<file path="config.mk">
export PLATFORM = sky130hd
export DESIGN_NAME = clock_chip_config_registers
export DESIGN_NICKNAME = d
export VERILOG_FILES = /design/src/rtl/cfg_regs_pkg.sv /design/src/rtl/mode_pin_sync.sv /design/src/rtl/clock_chip_config_registers.sv
export SDC_FILE = /design/constraint.sdc
export NUM_CORES = 1
export LEC_CHECK = 0
export ABC_AREA = 1
export BUFFER_PORTS_ARGS = -buffer_cell sky130_fd_sc_hd__buf_4
export CAP_MARGIN = 40
export CORE_ASPECT_RATIO = 0.6
export CORE_MARGIN = 8
export CORE_UTILIZATION = 44
export DETAILED_ROUTE_END_ITERATION = 8
export PLACE_DENSITY = 0.67
export SLEW_MARGIN = 20
export SYNTH_ARGS = -nofsm -noshare
export SYNTH_HDL_FRONTEND = slang
export SYNTH_SLANG_ARGS = --single-unit
export TNS_END_PERCENT = 50
</file>
<file path="constraint.sdc">
create_clock -name sys_clk -period 5.95 [get_ports sys_clk]
set_input_delay 1.19 -clock sys_clk [delete_from_list [all_inputs] [get_ports sys_clk]]
set_output_delay 1.19 -clock sys_clk [all_outputs]
set_load 0.01 [all_outputs]
</file>
<file path="src/rtl/cfg_regs_pkg.sv">
package cfg_regs_pkg;

   // Register port geometry
   localparam int ADDR_W = 12;
   localparam int DATA_W = 8;
   localparam int DIV_W  = 10;
   localparam int VER_W  = 16;

   // Register offsets
   localparam logic [ADDR_W-1:0] SERIAL_PORT_CONFIG_OFS      = 12'h000;
   localparam logic [ADDR_W-1:0] READBACK_CONTROL_OFS        = 12'h004;
   localparam logic [ADDR_W-1:0] CUSTOMER_VERSION_LOW_OFS    = 12'h005;
   localparam logic [ADDR_W-1:0] CUSTOMER_VERSION_HIGH_OFS   = 12'h006;
   localparam logic [ADDR_W-1:0] FIRST_REF_DIVIDER_LOW_OFS   = 12'h010;
   localparam logic [ADDR_W-1:0] FIRST_REF_DIVIDER_HIGH_OFS  = 12'h011;
   localparam logic [ADDR_W-1:0] SECOND_REF_DIVIDER_LOW_OFS  = 12'h012;
   localparam logic [ADDR_W-1:0] SECOND_REF_DIVIDER_HIGH_OFS = 12'h013;

   // Field positions in serial_port_config (mirrored pairs)
   localparam int CFG_SDO_HI   = 7;
   localparam int CFG_SDO_LO   = 0;
   localparam int CFG_LSB_HI   = 6;
   localparam int CFG_LSB_LO   = 1;
   localparam int CFG_SRST_HI  = 5;
   localparam int CFG_SRST_LO  = 2;
   // Field position in readback_control
   localparam int RB_ACTIVE    = 0;
   // Width of the divider field held in a high register
   localparam int DIV_HI_W     = 2;

   // Values after reset
   localparam logic [DATA_W-1:0] REG_RESET_VAL = 8'h00;
   localparam logic [DIV_W-1:0]  DIV_RESET_VAL = 10'h000;
   localparam logic [VER_W-1:0]  VER_RESET_VAL = 16'h0000;

endpackage

</file>
<file path="src/rtl/mode_pin_sync.sv">
`timescale 1ns/1ps
module mode_pin_sync (
   // Clock and reset
   input  wire logic sys_clk,
   input  wire logic sys_rst,
   // Asynchronous level in, synchronised level out
   input  wire logic pin_async,
   output logic      pin_sync
);
   typedef struct packed {
      logic meta;
      logic sync;
   } sync_state_s;

   sync_state_s state_ff;
   sync_state_s nxt_state;

   // Plain two-stage chain; first stage feeds only the second
   always_comb begin
      nxt_state.meta = pin_async;
      nxt_state.sync = state_ff.meta;
   end

   always_ff @(posedge sys_clk or posedge sys_rst) begin
      if (sys_rst) begin
         state_ff <= '0;
      end else begin
         state_ff <= nxt_state;
      end
   end

   assign pin_sync = state_ff.sync;
endmodule

</file>
<file path="src/rtl/clock_chip_config_registers.sv">
`timescale 1ns/1ps
// What this block does
// - Writes to addresses outside the map change nothing inside the block.
// - SPI mode config register mirrors SDO, LSB-first, soft reset; bits 4,3 reserved.
// - I2C mode config writes change only soft reset bits 5 and 2; other bits hold.
// - Readback control bit 0 selects active values; other bits reserved, reset zero.
// - Sixteen-bit customer version, low byte then high byte, both reset zero.
module clock_chip_config_registers (
   // Clock and reset
   input  wire logic                            sys_clk,
   input  wire logic                            sys_rst,
   // Serial port mode pin, high selects I2C
   input  wire logic                            i2c_mode_pin,
   // Register port from the serial protocol engine
   input  wire logic                            reg_wr,
   input  wire logic                            reg_rd,
   input  wire logic [cfg_regs_pkg::ADDR_W-1:0] reg_addr,
   input  wire logic [cfg_regs_pkg::DATA_W-1:0] reg_wdata,
   output logic      [cfg_regs_pkg::DATA_W-1:0] reg_rdata,
   output logic                                 reg_rvalid,
   // Transfer of buffered values into the active set
   input  wire logic                            update_req,
   // Controls to the rest of the device
   output logic                                 sdo_enable,
   output logic                                 lsb_first,
   output logic                                 soft_reset,
   output logic [cfg_regs_pkg::VER_W-1:0]       customer_version,
   output logic [cfg_regs_pkg::DIV_W-1:0]       first_reference_input_div,
   output logic [cfg_regs_pkg::DIV_W-1:0]       second_reference_input_div
);
   import cfg_regs_pkg::*;

   typedef struct packed {
      logic [DATA_W-1:0] cfg;
      logic [DATA_W-1:0] rb_ctl;
      logic [DATA_W-1:0] ver_lo;
      logic [DATA_W-1:0] ver_hi;
      logic [DATA_W-1:0] div1_lo;
      logic [DATA_W-1:0] div1_hi;
      logic [DATA_W-1:0] div2_lo;
      logic [DATA_W-1:0] div2_hi;
      logic [VER_W-1:0]  act_ver;
      logic [DIV_W-1:0]  act_div1;
      logic [DIV_W-1:0]  act_div2;
      logic [DATA_W-1:0] rdata;
      logic              rvalid;
   } bank_state_s;

   bank_state_s state_ff;
   bank_state_s nxt_state;
   logic        i2c_mode;
   logic        srst_busy;
   logic        sdo_w;
   logic        lsb_w;
   logic        srst_w;

   ////////////////////////////////////////////////////////////////////////
   // Mode pin comes from outside, so it is synchronised first
   mode_pin_sync u_mode_sync (
      .sys_clk   (sys_clk),
      .sys_rst   (sys_rst),
      .pin_async (i2c_mode_pin),
      .pin_sync  (i2c_mode)
   );

   // Either half of a mirrored pair sets the control
   assign sdo_w     = reg_wdata[CFG_SDO_HI] | reg_wdata[CFG_SDO_LO];
   assign lsb_w     = reg_wdata[CFG_LSB_HI] | reg_wdata[CFG_LSB_LO];
   assign srst_w    = reg_wdata[CFG_SRST_HI] | reg_wdata[CFG_SRST_LO];
   assign srst_busy = state_ff.cfg[CFG_SRST_HI] | state_ff.cfg[CFG_SRST_LO];

   ////////////////////////////////////////////////////////////////////////
   // Next-state logic: soft reset, writes, update, reads
   always_comb begin
      nxt_state        = state_ff;
      nxt_state.rvalid = 1'b0;
      if (srst_busy) begin
         // Soft reset returns every register to default, its own bits too
         nxt_state = '0;
      end else begin
         if (reg_wr) begin
            unique case (reg_addr)
               SERIAL_PORT_CONFIG_OFS: begin
                  if (i2c_mode) begin
                     // Only the soft reset pair is live in I2C mode
                     nxt_state.cfg[CFG_SRST_HI] = srst_w;
                     nxt_state.cfg[CFG_SRST_LO] = srst_w;
                  end else begin
                     // Store mirrored so both halves always read alike
                     nxt_state.cfg = {sdo_w, lsb_w, srst_w, 2'b00, srst_w, lsb_w, sdo_w};
                  end
               end
               READBACK_CONTROL_OFS: begin
                  // Reserved bits held at default whatever the host sends
                  nxt_state.rb_ctl = {7'h00, reg_wdata[RB_ACTIVE]};
               end
               CUSTOMER_VERSION_LOW_OFS:   nxt_state.ver_lo  = reg_wdata;
               CUSTOMER_VERSION_HIGH_OFS:  nxt_state.ver_hi  = reg_wdata;
               FIRST_REF_DIVIDER_LOW_OFS:  nxt_state.div1_lo = reg_wdata;
               FIRST_REF_DIVIDER_HIGH_OFS: nxt_state.div1_hi = {6'h00, reg_wdata[DIV_HI_W-1:0]};
               SECOND_REF_DIVIDER_LOW_OFS: nxt_state.div2_lo = reg_wdata;
               SECOND_REF_DIVIDER_HIGH_OFS: nxt_state.div2_hi = {6'h00, reg_wdata[DIV_HI_W-1:0]};
               default: ; // Unmapped address: nothing changes
            endcase
         end
         // Update copies the buffered set, including any write this cycle
         if (update_req) begin
            nxt_state.act_ver  = {nxt_state.ver_hi, nxt_state.ver_lo};
            nxt_state.act_div1 = {nxt_state.div1_hi[DIV_HI_W-1:0], nxt_state.div1_lo};
            nxt_state.act_div2 = {nxt_state.div2_hi[DIV_HI_W-1:0], nxt_state.div2_lo};
         end
         // Reads return buffer or active values per readback control
         if (reg_rd) begin
            nxt_state.rvalid = 1'b1;
            unique case (reg_addr)
               SERIAL_PORT_CONFIG_OFS:    nxt_state.rdata = state_ff.cfg;
               READBACK_CONTROL_OFS:      nxt_state.rdata = state_ff.rb_ctl;
               CUSTOMER_VERSION_LOW_OFS:  nxt_state.rdata = state_ff.rb_ctl[RB_ACTIVE] ?
                                                           state_ff.act_ver[7:0] : state_ff.ver_lo;
               CUSTOMER_VERSION_HIGH_OFS: nxt_state.rdata = state_ff.rb_ctl[RB_ACTIVE] ?
                                                           state_ff.act_ver[15:8] : state_ff.ver_hi;
               FIRST_REF_DIVIDER_LOW_OFS: nxt_state.rdata = state_ff.rb_ctl[RB_ACTIVE] ?
                                                           state_ff.act_div1[7:0] : state_ff.div1_lo;
               FIRST_REF_DIVIDER_HIGH_OFS: nxt_state.rdata = state_ff.rb_ctl[RB_ACTIVE] ?
                                                            {6'h00, state_ff.act_div1[9:8]} : state_ff.div1_hi;
               SECOND_REF_DIVIDER_LOW_OFS: nxt_state.rdata = state_ff.rb_ctl[RB_ACTIVE] ?
                                                            state_ff.act_div2[7:0] : state_ff.div2_lo;
               SECOND_REF_DIVIDER_HIGH_OFS: nxt_state.rdata = state_ff.rb_ctl[RB_ACTIVE] ?
                                                             {6'h00, state_ff.act_div2[9:8]} : state_ff.div2_hi;
               default: nxt_state.rdata = REG_RESET_VAL; // Unmapped reads as zero
            endcase
         end
      end
   end

   ////////////////////////////////////////////////////////////////////////
   // Single state register
   always_ff @(posedge sys_clk or posedge sys_rst) begin
      if (sys_rst) begin
         state_ff <= '0;
      end else begin
         state_ff <= nxt_state;
      end
   end

   // Outputs from flip-flops; sdo_enable and lsb_first masked by i2c_mode, soft_reset ORs its pair
   assign reg_rdata                  = state_ff.rdata;
   assign reg_rvalid                 = state_ff.rvalid;
   assign sdo_enable                 = state_ff.cfg[CFG_SDO_LO] & ~i2c_mode;
   assign lsb_first                  = state_ff.cfg[CFG_LSB_LO] & ~i2c_mode;
   assign soft_reset                 = srst_busy;
   assign customer_version           = state_ff.act_ver;
   assign first_reference_input_div  = state_ff.act_div1;
   assign second_reference_input_div = state_ff.act_div2;

   ////////////////////////////////////////////////////////////////////////
   // Checks
   logic mapped;
   assign mapped = (reg_addr == SERIAL_PORT_CONFIG_OFS)      || (reg_addr == READBACK_CONTROL_OFS)
                || (reg_addr == CUSTOMER_VERSION_LOW_OFS)    || (reg_addr == CUSTOMER_VERSION_HIGH_OFS)
                || (reg_addr == FIRST_REF_DIVIDER_LOW_OFS)   || (reg_addr == FIRST_REF_DIVIDER_HIGH_OFS)
                || (reg_addr == SECOND_REF_DIVIDER_LOW_OFS)  || (reg_addr == SECOND_REF_DIVIDER_HIGH_OFS);
endmodule

</file>
# Yosys cells after proc, flatten, opt, wreduce, memory -nomap -nowiden
# Index checks and enable logic that the tools add are counted.
[totals] wordCells=68 output_inout_bits=48 register_bits=111
[op_classes] reduce_logical=13 n_eq_ne=8 muxes=22 bitwise=7
[op_table] operator="8-bit 2-to-1 mux" n=14
[op_table] operator="109-bit 2-to-1 mux" n=1
[op_table] operator="64-bit 2-to-1 mux" n=1
[op_table] operator="8-bit one-hot mux with 8 select lines" n=1
[op_table] operator="12-bit by 5-bit == test with 1-bit output, second input constant" n=4
[op_table] operator="12-bit by 3-bit == test with 1-bit output, second input constant" n=3
[op_table] operator="36-bit 2-to-1 mux" n=1
[op_table] operator="2-bit nonzero test" n=7
[op_table] operator="12-bit logical NOT" n=1
[op_table] operator="9-bit 2-to-1 mux" n=1
[op_table] operator="2-bit AND reduction" n=4
[op_table] operator="2-bit 2-to-1 mux" n=3
[op_table] operator="1-bit bitwise OR" n=4
[op_table] operator="3-bit AND reduction" n=1
[op_table] operator="1-bit AND" n=2
[op_table] operator="2-bit inequality test, second input constant" n=1
[op_table] operator="1-bit NOT" n=1

# Depth between registers and ports, before layout
[depth] depth_word=6 ltp_mapped=11

# Hierarchy
# From an unflattened synthesis, not the netlist that was laid out.
[unflattened] cells_unflattened=671 hier_area_um2=5041.1
[by_module_without_submodules] module="clock_chip_config_registers" area_each_um2=4987.3 instances=1 cells_per_inst=668
[by_module_without_submodules] module="mode_pin_sync" area_each_um2=53.8 instances=1 cells_per_inst=3

# Worst setup path before layout
# Ideal clock, no wire load.
[synth_path] kind="in2reg" from="input reg_addr[2] in the netlist's numbering" to="register state_ff (netlist bit first_reference_input_div[0])" setup_time_ns=0.132 t_arrival_ns=2.046 t_required_ns=5.818 n_path_buf=0 stages=8 setup_slack_ns=3.772 cell_sequence="inv_1 > nand2_2 > nor2_8 > nand4_4 > inv_2 > nand2_1 > nand3_1 > o21ai_1"
[synth_via] elab_chain_cells=5
[synth_rtl] item="start: declaration" line_no="clock_chip_config_registers.sv:17" text="input wire logic [cfg_regs_pkg::ADDR_W-1:0] reg_addr,"
[synth_rtl] item="12-bit by 5-bit == test with 1-bit output" line_no="clock_chip_config_registers.sv:82" text="unique case (reg_addr)"
[synth_rtl] item="8-bit 2-to-1 mux" line_no="clock_chip_config_registers.sv:82"
[synth_rtl] item="64-bit 2-to-1 mux" line_no="clock_chip_config_registers.sv:81" text="if (reg_wr) begin"
[synth_rtl] item="36-bit 2-to-1 mux" line_no="clock_chip_config_registers.sv:107" text="if (update_req) begin"
[synth_rtl] item="109-bit 2-to-1 mux" line_no="clock_chip_config_registers.sv:77" text="if (srst_busy) begin"
[synth_rtl] item="end signal: assignment" line_no="clock_chip_config_registers.sv:142" text="state_ff <= nxt_state;"
[synth_rtl] item="end: declaration" line_no="clock_chip_config_registers.sv:49" text="bank_state_s state_ff;"
# Every way passes these cells. The select of a mux whose other input is x is not followed.
# A chain may end at the register's enable or synchronous reset.

# Final worst setup path
[layout_path] from="input reg_addr[11] in the netlist's numbering" to="register state_ff (netlist bit second_reference_input_div[4])"
# The elaborated chain is that of the path after synthesis.

==> impl_metrics.csv <==
group,metric,value,unit
sta,rsz0062_at_grt,"no",
global_routing,grt_pass1_wl,22.3,mm
clock_network,htree_num_levels,3,
clock_network,hold_buffers,0,
detailed_routing,drt-total-wl,13.9,mm
finish,nets,712,
worst_setup_path,path_delay_family,"simple AND/OR/NAND/NOR gates",
worst_setup_path,timing.critical_path.to_type,"flip-flop",
placed_design,dp.cells,818,
clock_network,worst_skew_pair.late_latency,0.34,ns
placed_design,place.gp.congestion,0.966,
pwr,power_frac_comb,6.7,%
yosys,synth.top_cells.by_area,"sky130_fd_sc_hd__dfrtp_1 (43%), sky130_fd_sc_hd__nand2_1 (13%), sky130_fd_sc_hd__inv_1 (7.5%), sky130_fd_sc_hd__buf_4 (6.9%), sky130_fd_sc_hd__nand3_1 (4.5%)",
yosys,mappedNetlistArea,5010,sq um
detailed_routing,drc_errors,0,
sta,slew-limit-headroom,49.6,%
yosys,yosys.area.top_type,"sky130_fd_sc_hd__dfrtp_1",
job,cap_violations,0,
yosys,syn_area_per_cell,7.56,sq um
clock_network,cts_buffers,9,
yosys,ys_warn_count,0,
floorplan,die_x,154,microns
yosys,postSynthRegisterBits,87,
global_routing,track_usage,18.8,%
worst_setup_path,critPathRequiredTime,6.15,ns
detailed_routing,routedWlPerCell,16.7,microns
finish,syn_to_final_growth,12.8,%
clock_network,cts_root_buffer,"sky130_fd_sc_hd__clkbuf_16",
sta,setup-violations-final,0,
worst_setup_path,critPathMaxFanout,13,
sta,timing.final.max_slew_violations,0,
floorplan,design.die.area,15200,sq um
yosys,yosysSeqAreaShare,43.5,%
detailed_routing,drt_pre_antenna_iters,5,
sta,worst_pin_slew,0.755,ns
pwr,switching_share,23.4,%
pwr,leakage,3.19,nW
floorplan,rows,30,
clock_network,clkSlewWorstSetupHoldPaths,0.06,ns
detailed_routing,vias,4225,
min_path,hold_path_class,"reg -> reg",
clock_network,cts_sink_cnt,87,
clock_network,tritoncts,"built",
yosys,yosys.area.top_type_share,43.5,%
global_routing,largest_net_degree_at_the_start_of_global_routing,61,
yosys,synth_enable_flop_cells,0,
worst_setup_path,timing.critical_path.buf_inv,1,
global_routing,globalRoute.totalOverflow,0,
clock_network,postCtsSetupBuffers,0,
floorplan,fp.coreArea,11200,sq um
sta,hold_ws,0.355,ns
worst_setup_path,crit_chain,"buf_4 > nor2_2 > nand2_4 > nor2_4 > nand2_1 > nor2_4 > nand2_1 > nand3_1 > o21ai_1",
global_routing,grt_antenna_before_repair,0,
finish,diodes,0,
pwr,share_clk_of_total_power,44.2,%
placed_design,place.detailed.hpwl,10.4,mm
floorplan,pin_count,74,
floorplan,initial_core_util,44.8,%
yosys,synth.net_count,689,
detailed_routing,vias_per_cell,5.07,
sta,timing.setup.tns,0,ns
yosys,yosys.cell_types.count,29,
worst_setup_path,critical_path.startpoint_type,"input pin",
pwr,total_switching_power,286,uW
detailed_routing,drt_first_iter_violations,447,
finish,drive_above_1_share,21.6,%
pwr,overall_power,1.22,mW
pwr,power.sequential.fraction,49.2,%
placed_design,placement.io_buffers,73,
outcome,status,"finished, final reports clean",
clock_network,clk_path_buf_depth,2,
yosys,synth_async_sr_flop_share,100,%
sta,finalClockSkew,0.00459,ns
yosys,synth-main-ff-cell,"sky130_fd_sc_hd__dfrtp_1",
yosys,postSynthCellCount,663,
global_routing,via_count_of_the_first_global_routing_pass,4190,
sta,hold_violations,0,
worst_setup_path,critPathKind,"in -> reg",
worst_setup_path,cp.arrival,2.55,ns
floorplan,die_y,98.7,microns
detailed_routing,remaining_antenna_violation_count_after_routing,0,
finish,stdcell_count,834,
sta,timing.final.crit_share,39.5,%
clock_network,ctsResizeCount,0,
pwr,powerDensity,216,nW/um^2
worst_setup_path,slowest_stage,"sky130_fd_sc_hd__nor2_4",
pwr,ir_drop,138,uV
worst_setup_path,slowest_delay,0.26,ns
pwr,intPower,937,uW
finish,final.fill_count,1117,
sta,layout_min_cycle_time,2.35,ns
sta,maxClockFrequency,425,MHz
[through the flow]
stage	setup slack, ns	instance area [sq um]	utilization (%)
after detailed placement	3.26	5340	47.8
after floorplan	2.51	5010	-
final	3.60	5650	50.5
after global routing	3.43	5650	50.5
after CTS	3.63	5630	50.3
after global placement	3.35	5320	47.6
[per-layer routing]
metal / part of all wire, % / GRT usage, % / routed length, microns / vias up
met2: 41 / 26.5 / 5700 / 142
met3: 7.0 / 5.02 / 974 / 19
met1: 51 / 27.7 / 7070 / 2023
li1: - / - / - / 2041
met4: 1.1 / 4.04 / 156 / 0
met5: 0 / 0 / 0 / -
[worst register-to-register path, delay by kind of cell, from the launching register on]
kind,cells,cell delay (ns)
buffers and inverters,2,1.05
and+or+nand+nor,1,0.15
DFF,1,0.52
AOI/OAI and AO/OA,2,0.25
[Yosys cell counts (3+ instances only)]
cell type and number:
sky130_fd_sc_hd__nand3_2 11, sky130_fd_sc_hd__buf_4 46, sky130_fd_sc_hd__inv_1 100, sky130_fd_sc_hd__inv_2 7, sky130_fd_sc_hd__nand2_1 172, sky130_fd_sc_hd__o21ai_0 35
sky130_fd_sc_hd__nand3_1 45, sky130_fd_sc_hd__nor2_1 41, sky130_fd_sc_hd__dfrtp_1 87, sky130_fd_sc_hd__nor2_4 7, sky130_fd_sc_hd__o21ai_1 41, sky130_fd_sc_hd__a21oi_1 16
sky130_fd_sc_hd__nor2_2 5, sky130_fd_sc_hd__buf_2 9, sky130_fd_sc_hd__nand2_2 15, sky130_fd_sc_hd__nand2_4 3, sky130_fd_sc_hd__clkbuf_1 8
[path summary, 6_finish.rpt]
check	slack (ns)	end	cells after the start	start
min in group asynchronous	0.71	state_ff[71]	2	sys_rst
worst min-delay path	0.35	u_mode_sync.pin_sync	0	u_mode_sync.nxt_state[0]
worst max-delay path	3.60	second_reference_input_div[4]	9	reg_addr[11]
max in group asynchronous	4.17	state_ff[93]	4	sys_rst
worst max register to register	3.84	state_ff[101]	5	state_ff[103]
worst min register to register	0.35	u_mode_sync.pin_sync	0	u_mode_sync.nxt_state[0]
[power groups by stage]
stage          registers, mW  clock network (mW)  logic, mW
2_1_floorplan          0.611                   0     0.0465
4_1_cts                0.601               0.552     0.0806
3_3_place_gp           0.612                   0     0.0793
5_1_grt                0.601               0.575     0.0894
6_report               0.601               0.540     0.0816
3_5_place_dp           0.612                   0     0.0805
[sequential cells by signal (all words and copies together) (netlist names)]
register	cells
u_mode_sync.nxt_state	1
first_reference_input_div	10
customer_version	16
u_mode_sync.pin_sync	1
second_reference_input_div	10
reg_rdata	8
reg_rvalid	1
state_ff	40
[cells by family after synthesis]
family | after synthesis | share of synthesized area, %
AND/OR/NAND/NOR | 305 | 29.5
buffers and inverters | 174 | 17.1
AO/OA/AOI/OAI | 97 | 9.97
flip-flops | 87 | 43.5
[cell type report]
type / instances / area [sq um] / area share [%]
flip-flops and latches: 87 / 2180 / 38.6
multi-input cells: 402 / 1990 / 35.1
repair buffers: 78 / 611 / 10.8
inverters: 108 / 409 / 7.24
clock buffers: 13 / 270 / 4.78
well taps: 144 / 180 / 3.19
clock inverters: 2 / 15.0 / 0.266
[layout by cell type, fill, tap and decap left out, types with 2 or more instances in the layout]
cell type	n
sky130_fd_sc_hd__nor2_2	5
sky130_fd_sc_hd__clkbuf_8	3
sky130_fd_sc_hd__clkinvlp_4	2
sky130_fd_sc_hd__o21ai_0	35
sky130_fd_sc_hd__nor2_4	8
sky130_fd_sc_hd__nand3_2	11
sky130_fd_sc_hd__inv_2	7
sky130_fd_sc_hd__clkbuf_16	9
sky130_fd_sc_hd__nor2_1	40
sky130_fd_sc_hd__o211ai_1	2
sky130_fd_sc_hd__a21oi_1	16
sky130_fd_sc_hd__inv_1	99
sky130_fd_sc_hd__buf_12	2
sky130_fd_sc_hd__nand3_1	45
sky130_fd_sc_hd__buf_4	76
sky130_fd_sc_hd__nor2_8	2
sky130_fd_sc_hd__o21ai_1	41
sky130_fd_sc_hd__dfrtp_1	86
sky130_fd_sc_hd__nand2_2	15
sky130_fd_sc_hd__nand2_4	3
sky130_fd_sc_hd__nand2_1	172
Note: power is estimated with default switching activity, not from simulation.
